<file path="src/rtl/tcdd_map.vh">
// constants for the transmit context descriptor decoder
`ifndef TCDD_MAP_VH
`define TCDD_MAP_VH
// ------------------------------------------------------------
// register word offsets (avalon word addresses)
// ------------------------------------------------------------
`define TCDD_OFS_CTRL      4'h0
`define TCDD_OFS_DELAY     4'h1
`define TCDD_OFS_STATUS    4'h2
`define TCDD_OFS_IPSUM     4'h3
`define TCDD_OFS_L4SUM     4'h4
`define TCDD_OFS_SEG       4'h5
`define TCDD_OFS_PAYLOAD_TOTAL_LENGTH    4'h6
`define TCDD_OFS_WBDESC    4'h7
// ------------------------------------------------------------
// descriptor field positions (second qword lower half, bits 20 to 31)
// ------------------------------------------------------------
`define TCDD_DESCRIPTOR_TYPE_FIELD_LSB      20
`define TCDD_DESCRIPTOR_TYPE_FIELD_MSB      23
`define TCDD_CMD_LSB       24
`define TCDD_DESCRIPTOR_TYPE_FIELD_CTX      4'h0
`define TCDD_BIT_IDE       7
`define TCDD_BIT_SNAP      6
`define TCDD_BIT_DESCRIPTOR_EXTENSION_FLAG      5
`define TCDD_BIT_RS        3
`define TCDD_BIT_TSE       2
`define TCDD_BIT_IP        1
`define TCDD_BIT_TCP       0
`define TCDD_STA_DD        4'h1
// ------------------------------------------------------------
// limits and reset values
// ------------------------------------------------------------
`define TCDD_OFS_LIMIT     9'h100
`define TCDD_MSS_MIN       16'h0010
`define TCDD_RST_DELAY     16'h0000
`define TCDD_RST_CTRL      2'h0
`endif

</file>
<file path="src/rtl/tcdd_decoder.v">
// transmit context descriptor decoder with delayed-interrupt timer
// Overview of operation
// - extension flag 1 and type zero means context descriptor, not data descriptor.
// - context carries no buffer; its fields load as one group into a context.
// - ip sum start is byte offset from first byte, within first 256 bytes.
// - ip insert offset within 256 bytes; beyond packet length no insertion.
// - ip sum end is 16 bits; zero means sum to end of packet.
// - l4 start, offset and end follow the same meaning for layer four.
// - frames carry at most max segment size plus header; ignored without segmentation.
// - first header-length bytes become a prototype header per frame in segmentation.
// - exactly payload total length bytes fetched after header; marks last frame.
// - command bit layout; only delay, extension, report honoured without segmentation.
// - report plus delay write-back loads countdown; interrupt at zero if enabled.
// - countdown reloads on every report-plus-delay descriptor; report without delay fires at once.
// - status write-back never waits for the delayed interrupt.
// - done flag at status bit 0 written only when report status set.
// - null descriptors move nothing but still get done write-back on report.
// - segmentation bit picks which context loads, at once, even mid-packet.
// - ip bit picks ipv4 or ipv6; tcp bit picks tcp or udp.
// - snap bit in segmentation context marks snap header update per frame.
`timescale 1ns/100ps
`default_nettype none
`include "tcdd_map.vh"
module tcdd_decoder (
  input  wire        clk,
  input  wire        rst_n,
  // avalon-mm slave
  input  wire [3:0]  avs_address,
  input  wire        avs_read,
  input  wire        avs_write,
  input  wire [31:0] avs_writedata,
  input  wire [3:0]  avs_byteenable,
  output reg  [31:0] avs_readdata,
  output reg         avs_waitrequest,
  // descriptor fetch stream
  input  wire        desc_valid,
  input  wire [63:0] desc_lo,
  input  wire [63:0] desc_hi,
  output reg         desc_ready,
  // write-back stream
  output reg         wb_valid,
  output reg  [3:0]  wb_status,
  input  wire        wb_ready,
  // tick of the delay unit (1.024 us typical)
  input  wire        delay_tick,
  // context outputs toward the segmentation datapath, and the transmit interrupt
  output reg         seg_enable_o,
  output reg  [7:0]  ip_sum_start,
  output reg  [7:0]  ip_sum_insert_offset,
  output reg  [15:0] ip_sum_end,
  output reg  [7:0]  l4_sum_start,
  output reg  [7:0]  l4_sum_insert_offset,
  output reg  [15:0] l4_sum_end,
  output reg  [15:0] max_segment_size,
  output reg  [7:0]  header_length_field,
  output reg  [19:0] payload_total_length,
  output reg         ctx_ipv4,
  output reg         ctx_tcp,
  output reg         ctx_snap,
  output reg         ctx_load_pulse,
  output reg         tx_irq
);
  // ------------------------------------------------------------
  // state and registers
  // ------------------------------------------------------------
  localparam [1:0] ST_IDLE = 2'd0;
  localparam [1:0] ST_WB   = 2'd1;
  localparam [1:0] ST_ACK  = 2'd2;

  reg [1:0]  state_r;
  reg [1:0]  ctrl_r;          // bit0 writeback irq enable, bit1 stored only, no effect
  reg [15:0] delay_value_field_r;
  reg [15:0] countdown_r;
  reg        counting_r;
  reg        cause_r;
  reg        pend_ide_r;
  reg        pend_rs_r;
  reg        ctx_err_r;
  reg [31:0] ctx_count_r;

  wire [7:0] context_command_byte = desc_hi[`TCDD_CMD_LSB+7:`TCDD_CMD_LSB];
  wire [3:0] descriptor_type_field = desc_hi[`TCDD_DESCRIPTOR_TYPE_FIELD_MSB:`TCDD_DESCRIPTOR_TYPE_FIELD_LSB];
  wire       descriptor_extension_flag = context_command_byte[`TCDD_BIT_DESCRIPTOR_EXTENSION_FLAG];
  wire       is_ctx = descriptor_extension_flag &&
                      (descriptor_type_field == `TCDD_DESCRIPTOR_TYPE_FIELD_CTX);
  wire       report_status_flag = context_command_byte[`TCDD_BIT_RS];
  wire       irq_delay_enable   = context_command_byte[`TCDD_BIT_IDE];
  wire       segmentation_enable = context_command_byte[`TCDD_BIT_TSE];
  wire       take = desc_valid && desc_ready;
  // driver limits are not enforced, only flagged, so software can see a bad context
  wire       seg_bad = segmentation_enable &&
               ((desc_hi[63:48] <= `TCDD_MSS_MIN));

  // ------------------------------------------------------------
  // descriptor intake and context load
  // ------------------------------------------------------------
  always @(posedge clk or negedge rst_n) begin
    if (!rst_n) begin
      state_r              <= ST_IDLE;
      desc_ready           <= 1'b0;
      wb_valid             <= 1'b0;
      wb_status            <= 4'h0;
      seg_enable_o         <= 1'b0;
      ip_sum_start         <= 8'h00;
      ip_sum_insert_offset <= 8'h00;
      ip_sum_end           <= 16'h0000;
      l4_sum_start         <= 8'h00;
      l4_sum_insert_offset <= 8'h00;
      l4_sum_end           <= 16'h0000;
      max_segment_size     <= 16'h0000;
      header_length_field  <= 8'h00;
      payload_total_length <= 20'h00000;
      ctx_ipv4             <= 1'b0;
      ctx_tcp              <= 1'b0;
      ctx_snap             <= 1'b0;
      ctx_load_pulse       <= 1'b0;
      pend_ide_r           <= 1'b0;
      pend_rs_r            <= 1'b0;
      ctx_err_r            <= 1'b0;
      ctx_count_r          <= 32'h00000000;
    end else begin
      ctx_load_pulse <= 1'b0;
      pend_rs_r      <= 1'b0;
      case (state_r)
        ST_IDLE: begin
          desc_ready <= 1'b1;
          if (take) begin
            desc_ready <= 1'b0;
            if (is_ctx) begin
              // sums and mode load in one edge, segment fields too when segmenting, even mid-packet
              ctx_load_pulse       <= 1'b1;
              ctx_count_r          <= ctx_count_r + 32'h00000001;
              ip_sum_start         <= desc_lo[7:0];
              ip_sum_insert_offset <= desc_lo[15:8];
              ip_sum_end           <= desc_lo[31:16];
              l4_sum_start         <= desc_lo[39:32];
              l4_sum_insert_offset <= desc_lo[47:40];
              l4_sum_end           <= desc_lo[63:48];
              seg_enable_o         <= segmentation_enable;
              if (segmentation_enable) begin
                // segment fields only matter in segmentation mode
                max_segment_size     <= desc_hi[63:48];
                header_length_field  <= desc_hi[47:40];
                payload_total_length <= desc_hi[19:0];
                ctx_ipv4             <= context_command_byte[`TCDD_BIT_IP];
                ctx_tcp              <= context_command_byte[`TCDD_BIT_TCP];
                ctx_snap             <= context_command_byte[`TCDD_BIT_SNAP];
              end else begin
                ctx_ipv4 <= 1'b0;
                ctx_tcp  <= 1'b0;
                ctx_snap <= 1'b0;
              end
              ctx_err_r <= seg_bad;
            end
            if (report_status_flag) begin
              // done flag goes out at once, never held for the timer
              wb_valid   <= 1'b1;
              wb_status  <= `TCDD_STA_DD;
              pend_ide_r <= irq_delay_enable;
              state_r    <= ST_WB;
            end else begin
              state_r <= ST_ACK;
            end
          end
        end
        ST_WB: begin
          if (wb_ready) begin
            wb_valid  <= 1'b0;
            wb_status <= 4'h0;
            pend_rs_r <= 1'b1;
            state_r   <= ST_ACK;
          end
        end
        ST_ACK: begin
          desc_ready <= 1'b1;
          state_r    <= ST_IDLE;
        end
        default: begin
          state_r <= ST_IDLE;
        end
      endcase
    end
  end

  // ------------------------------------------------------------
  // interrupt delay countdown
  // ------------------------------------------------------------
  always @(posedge clk or negedge rst_n) begin
    if (!rst_n) begin
      countdown_r <= 16'h0000;
      counting_r  <= 1'b0;
      cause_r     <= 1'b0;
      tx_irq      <= 1'b0;
    end else begin
      cause_r <= 1'b0;
      if (pend_rs_r && pend_ide_r) begin
        // reload even while running
        countdown_r <= delay_value_field_r;
        counting_r  <= 1'b1;
        if (delay_value_field_r == 16'h0000) begin
          counting_r <= 1'b0;
          cause_r    <= 1'b1;
        end
      end else if (pend_rs_r) begin
        countdown_r <= 16'h0000;
        counting_r  <= 1'b0;
        cause_r     <= 1'b1;
      end else if (counting_r && delay_tick) begin
        if (countdown_r <= 16'h0001) begin
          countdown_r <= 16'h0000;
          counting_r  <= 1'b0;
          cause_r     <= 1'b1;
        end else begin
          countdown_r <= countdown_r - 16'h0001;
        end
      end
      tx_irq <= cause_r && ctrl_r[0];
    end
  end

  // ------------------------------------------------------------
  // avalon-mm slave, one wait cycle then answer
  // ------------------------------------------------------------
  always @(posedge clk or negedge rst_n) begin
    if (!rst_n) begin
      avs_waitrequest     <= 1'b1;
      avs_readdata        <= 32'h00000000;
      ctrl_r              <= `TCDD_RST_CTRL;
      delay_value_field_r <= `TCDD_RST_DELAY;
    end else begin
      avs_waitrequest <= 1'b1;
      if ((avs_read || avs_write) && avs_waitrequest) begin
        avs_waitrequest <= 1'b0;
      end
      if ((avs_read || avs_write) && !avs_waitrequest) begin
        avs_waitrequest <= 1'b1;
      end
      // a write lands only at the edge that completes the transfer
      if (avs_write && !avs_waitrequest) begin
        case (avs_address)
          `TCDD_OFS_CTRL: begin
            if (avs_byteenable[0]) ctrl_r <= avs_writedata[1:0];
          end
          `TCDD_OFS_DELAY: begin
            if (avs_byteenable[0]) delay_value_field_r[7:0]  <= avs_writedata[7:0];
            if (avs_byteenable[1]) delay_value_field_r[15:8] <= avs_writedata[15:8];
          end
          default: begin
          end
        endcase
      end
      if (avs_read && avs_waitrequest) begin
        case (avs_address)
          `TCDD_OFS_CTRL:   avs_readdata <= {30'h0, ctrl_r};
          `TCDD_OFS_DELAY:  avs_readdata <= {16'h0000, delay_value_field_r};
          `TCDD_OFS_STATUS: avs_readdata <= {12'h000, countdown_r, 1'b0, ctx_err_r,
                                             counting_r, seg_enable_o};
          `TCDD_OFS_IPSUM:  avs_readdata <= {ip_sum_end, ip_sum_insert_offset, ip_sum_start};
          `TCDD_OFS_L4SUM:  avs_readdata <= {l4_sum_end, l4_sum_insert_offset, l4_sum_start};
          `TCDD_OFS_SEG:    avs_readdata <= {5'h00, ctx_snap, ctx_tcp, ctx_ipv4,
                                             header_length_field, max_segment_size};
          `TCDD_OFS_PAYLOAD_TOTAL_LENGTH: avs_readdata <= {12'h000, payload_total_length};
          `TCDD_OFS_WBDESC: avs_readdata <= ctx_count_r;
          default:          avs_readdata <= 32'h00000000;
        endcase
      end
    end
  end
endmodule // tcdd_decoder
`default_nettype wire

</file>
<file path="config.mk">
export PLATFORM = sky130hd
export DESIGN_NAME = tcdd_decoder
export DESIGN_NICKNAME = d
export VERILOG_FILES = /design/src/rtl/tcdd_decoder.v
export VERILOG_INCLUDE_DIRS = /design/src /design/src/rtl
export SDC_FILE = /design/constraint.sdc
export NUM_CORES = 1
export LEC_CHECK = 0
export BUFFER_PORTS_ARGS = -buffer_cell sky130_fd_sc_hd__buf_2
export CORE_MARGIN = 1
export CORE_UTILIZATION = 53
export CTS_BUF_LIST = sky130_fd_sc_hd__clkbuf_8
export CTS_CLUSTER_SIZE = 40
export DETAILED_ROUTE_END_ITERATION = 10
export HOLD_SLACK_MARGIN = 0.12
export PLACE_DENSITY = 0.86
export SLEW_MARGIN = 20
export SYNTH_ARGS = -nofsm -noshare
export SYNTH_HDL_FRONTEND = slang
export SYNTH_SLANG_ARGS = --single-unit
export TNS_END_PERCENT = 10
</file>
<file path="constraint.sdc">
create_clock -name clk -period 2.75 [get_ports clk]
set_clock_uncertainty 0.05 [all_clocks]
set_input_delay 0.6875 -clock clk [delete_from_list [all_inputs] [get_ports clk]]
set_output_delay 0.6875 -clock clk [all_outputs]
set_load 0.02 [all_outputs]
</file>
==> flow_metrics.py <==
metrics = {
    "logic_synthesis": {
        "synth_adder_area_share": 0.00374,
        "synth_compound_area_frac": 0.124,
        "async_flop_share": 1.00,
        "ys_seq_elements": 222,
        "yosys.area_share.xor_xnor": 0.0271,
        "yosys_warnings": 0,
        "synth-edff-count": 0,
        "yosysMostFrequentCell": "nand2_1",
        "synth_ff_type": "dfrtp_1",
        "synth_top_family_by_area": "simple AND/OR/NAND/NOR gates",
        "yosys.cell_types.count": 61,
        "synthSimpleGateAreaFrac": 0.186,
        "synth_top_area_share": 0.551,
        "syn-cell-area_mm2": 0.0100,
        "avgSynthCellArea_um2": 10.2,
        "synth_area_leaders": "dfrtp_1 55%, nand2_1 9.4%, mux2_2 7.7%",
        "ys_seq_area_frac": 0.554,
        "synth_cells": 980,
        "yosysTopAreaCell": "dfrtp_1",
        "muxShareOfSynthArea": 0.0775,
        "yosys-top-cells-count": "252 x nand2_1, 221 x dfrtp_1, 69 x mux2_2",
    },
    "sta": {
        "holdWs_ps": 273,
        "min_period_over_period": 0.889,
        "relSlewSlack": 0.488,
        "fmax_mhz": 409,
        "period_needed_ps": 2450,
        "hold_viol": 0,
        "setup_viol": 0,
        "rsz0062_at_grt": "false",
        "worst_slew_pin_slew_ps": 761,
        "maxSlewViolCount": 0,
        "fin_ws_ps": 304,
        "fin_tns_setup_ps": 0,
    },
    "grt": {
        "grt_max_degree": 70,
        "gr-total-overflow": 0,
        "grt_pass1_wl_mm": 49.1,
        "grt_usage": 0.330,
        "antenna_found_initial": 3,
        "grt_pass1_vias": 8960,
    },
    "critical_path": {
        "crit_arrival_ps": 2810,
        "rr_worst_depth": 5,
        "path_max_fanout": 9,
        "critical-path-max-stage-delay_ps": 690,
        "reg2reg_to": "countdown_r[8]$_DFFE_PN0P_",
        "path_cells": "or4_1 -> or2_2 -> o21ai_4 -> o21ai_1 -> a221o_1",
        "crit_family": "simple AND/OR/NAND/NOR gates",
        "cp_slowest_cell": "or4_1",
        "critPathBufInv": 0,
        "critPathLaunchType": "flip-flop",
        "path_depth": 5,
        "worstPathRequired_ps": 3120,
        "worstSetupPathType": "reg -> reg",
        "r2r_slack_ps": 300,
        "r2r-start": "countdown_r[5]$_DFFE_PN0P_",
        "cp-end-kind": "flip-flop",
    },
    "layout": {
        "multi_input_area_mm2": 0.00424,
        "drive_above_1_share": 0.355,
        "regArea_mm2": 0.00556,
        "fillers": 1367,
        "finalInstanceArea_mm2": 0.0126,
        "nets": 1468,
        "areaGrowthSynthToFinish_pct": 26.1,
    },
    "die": {
        "die_x_um": 140,
        "core_area_mm2": 0.0183,
        "ioPinCount": 328,
        "die_height_um": 140,
        "initial_core_util": 0.549,
        "die-area_mm2": 0.0195,
        "rows": 49,
    },
    "routing": {
        "via_per_inst": 5.93,
        "first_iter_violations": 675,
        "via_count": 9165,
        "dr.pass1.iters": 5,
        "antenna_left": 0,
        "wl_per_cell_um": 20.7,
        "routed_wl_mm": 31.9,
        "drcViolationCount": 0,
    },
    "clocking": {
        "cts_repair_resize_count": 0,
        "cts_tree": "yes",
        "postCtsHoldBufs": 1,
        "insertion_delay_ps": 540,
        "clk_path_buf_depth": 3,
        "cts_made_buffers": 39,
        "cts_setup_buffers": 0,
        "clkSlewWorstSetupHoldPaths_ps": 60,
        "root_buffer": "clkbuf_8",
        "clkSinkCount": 222,
        "htree_levels": 2,
    },
    "power_and_ir_drop": {
        "power_frac_clock": 0.283,
        "power_density_mw_per_mm2": 798,
        "internal_power_mw": 6.43,
        "irDropWorstVdd_v": 0.000544,
        "p_leak_nw": 6.52,
        "p_sw_frac": 0.362,
        "power_mw": 10.1,
        "p_switching_mw": 3.66,
        "seqPwrFrac": 0.457,
        "comb_power_share": 0.260,
    },
    "worst_hold_path": {
        "min_delay_path_depth": 2,
        "hold_end": "ctx_load_pulse$_DFF_PN0_",
        "hp-class": "in -> reg",
        "hold_start": "desc_hi[21]",
    },
    "placed_design": {
        "numPortBuffers": 297,
        "post-dp-hpwl_mm": 23.2,
        "dp_slack_ps": 121,
        "gp_congestion": 0.984,
        "dpl_cell_area_mm2": 0.0119,
    },
    "run_status": {
        "status": "finished, final reports clean",
    },
    "job": {
        "cap_violations": 0,
    },
}
[state kept, by name, summed over array words and instances, names as in the netlist, 2 cells and up]
register,count
state_r,2
l4_sum_insert_offset,8
ctrl_r,2
payload_total_length,20
l4_sum_end,16
max_segment_size,16
delay_value_field_r,16
countdown_r,16
ip_sum_insert_offset,8
header_length_field,8
avs_readdata,32
ip_sum_end,16
ctx_count_r,32
ip_sum_start,8
l4_sum_start,8
[per-stage QoR]
| step | instances | util |
|---|---|---|
| 3_5_place_dp | 1477 | 0.651 |
| 3_3_place_gp | 1477 | 0.651 |
| 2_1_floorplan | 982 | - |
| 4_1_cts | 1543 | 0.692 |
| 6_report | 1546 | 0.692 |
| 5_1_grt | 1546 | 0.692 |
[power groups by stage]
stage	combinational (mW)	clock (mW)	sequential [mW]
floorplan	0.955	0	5.07
global placement	2.55	0	4.61
detailed placement	2.61	0	4.63
CTS	2.62	2.90	4.59
global route	2.84	3.06	4.68
finish	2.63	2.86	4.61
[cell type report]
cell class                 instances  share of cell area
antenna                            3            0.000594
clock buffer                      47              0.0512
clock inverter                    18             0.00643
inverter                           9             0.00267
multi-input combinational        692               0.335
sequential                       222               0.439
tap                              229              0.0227
timing repair buffer             326               0.142
[how the worst max path moves through the flow]
stage	to	startpoint
after floorplan	ctx_count_r[15]$_DFFE_PN0P_	desc_hi[21]
after global placement	ctx_count_r[11]$_DFFE_PN0P_	desc_hi[21]
after detailed placement	ctx_count_r[11]$_DFFE_PN0P_	desc_hi[21]
after CTS	countdown_r[8]$_DFFE_PN0P_	countdown_r[5]$_DFFE_PN0P_
after global routing	countdown_r[8]$_DFFE_PN0P_	countdown_r[5]$_DFFE_PN0P_
final	countdown_r[8]$_DFFE_PN0P_	countdown_r[5]$_DFFE_PN0P_
[kinds of logic (layout without fill, tap and decap cells)]
group           count (synthesis)  after routing
flops                         222            222
other cells                     1              6
xor+xnor                       31             31
buf+inv                        68            400
simple gates                  421            421
fa+ha+maj                       3              3
mux                            69             69
compound gates                165            165
[worst register-to-register path: cells and delay by family, from the launching register on]
| family | cells | cell delay [ps] |
|---|---|---|
| flops | 1 | 470 |
| compound gates | 3 | 690 |
| simple gates | 2 | 1100 |
[metal layers]
layer / global-route usage / up-vias / share of wire
li1: - / 4112 / -
met5: 0 / - / 0
met2: 0.530 / 506 / 0.48
met1: 0.425 / 4450 / 0.39
met4: 0.163 / 0 / 0.042
met3: 0.0733 / 97 / 0.086
[cell usage in the layout (no fill, tap or decap), types with 12 or more instances in the layout]
| cell | instances |
|---|---|
| inv_1 | 22 |
| a222oi_1 | 12 |
| a41oi_1 | 19 |
| xnor2_1 | 24 |
| clkbuf_8 | 47 |
| nand2_1 | 251 |
| dfrtp_1 | 221 |
| nand3_1 | 28 |
| nor4_1 | 14 |
| mux2_2 | 69 |
| o21ai_0 | 19 |
| buf_2 | 296 |
| a22oi_1 | 61 |
| nor2_1 | 54 |
| buf_4 | 22 |
Note: power is estimated with default switching activity, not from simulation.
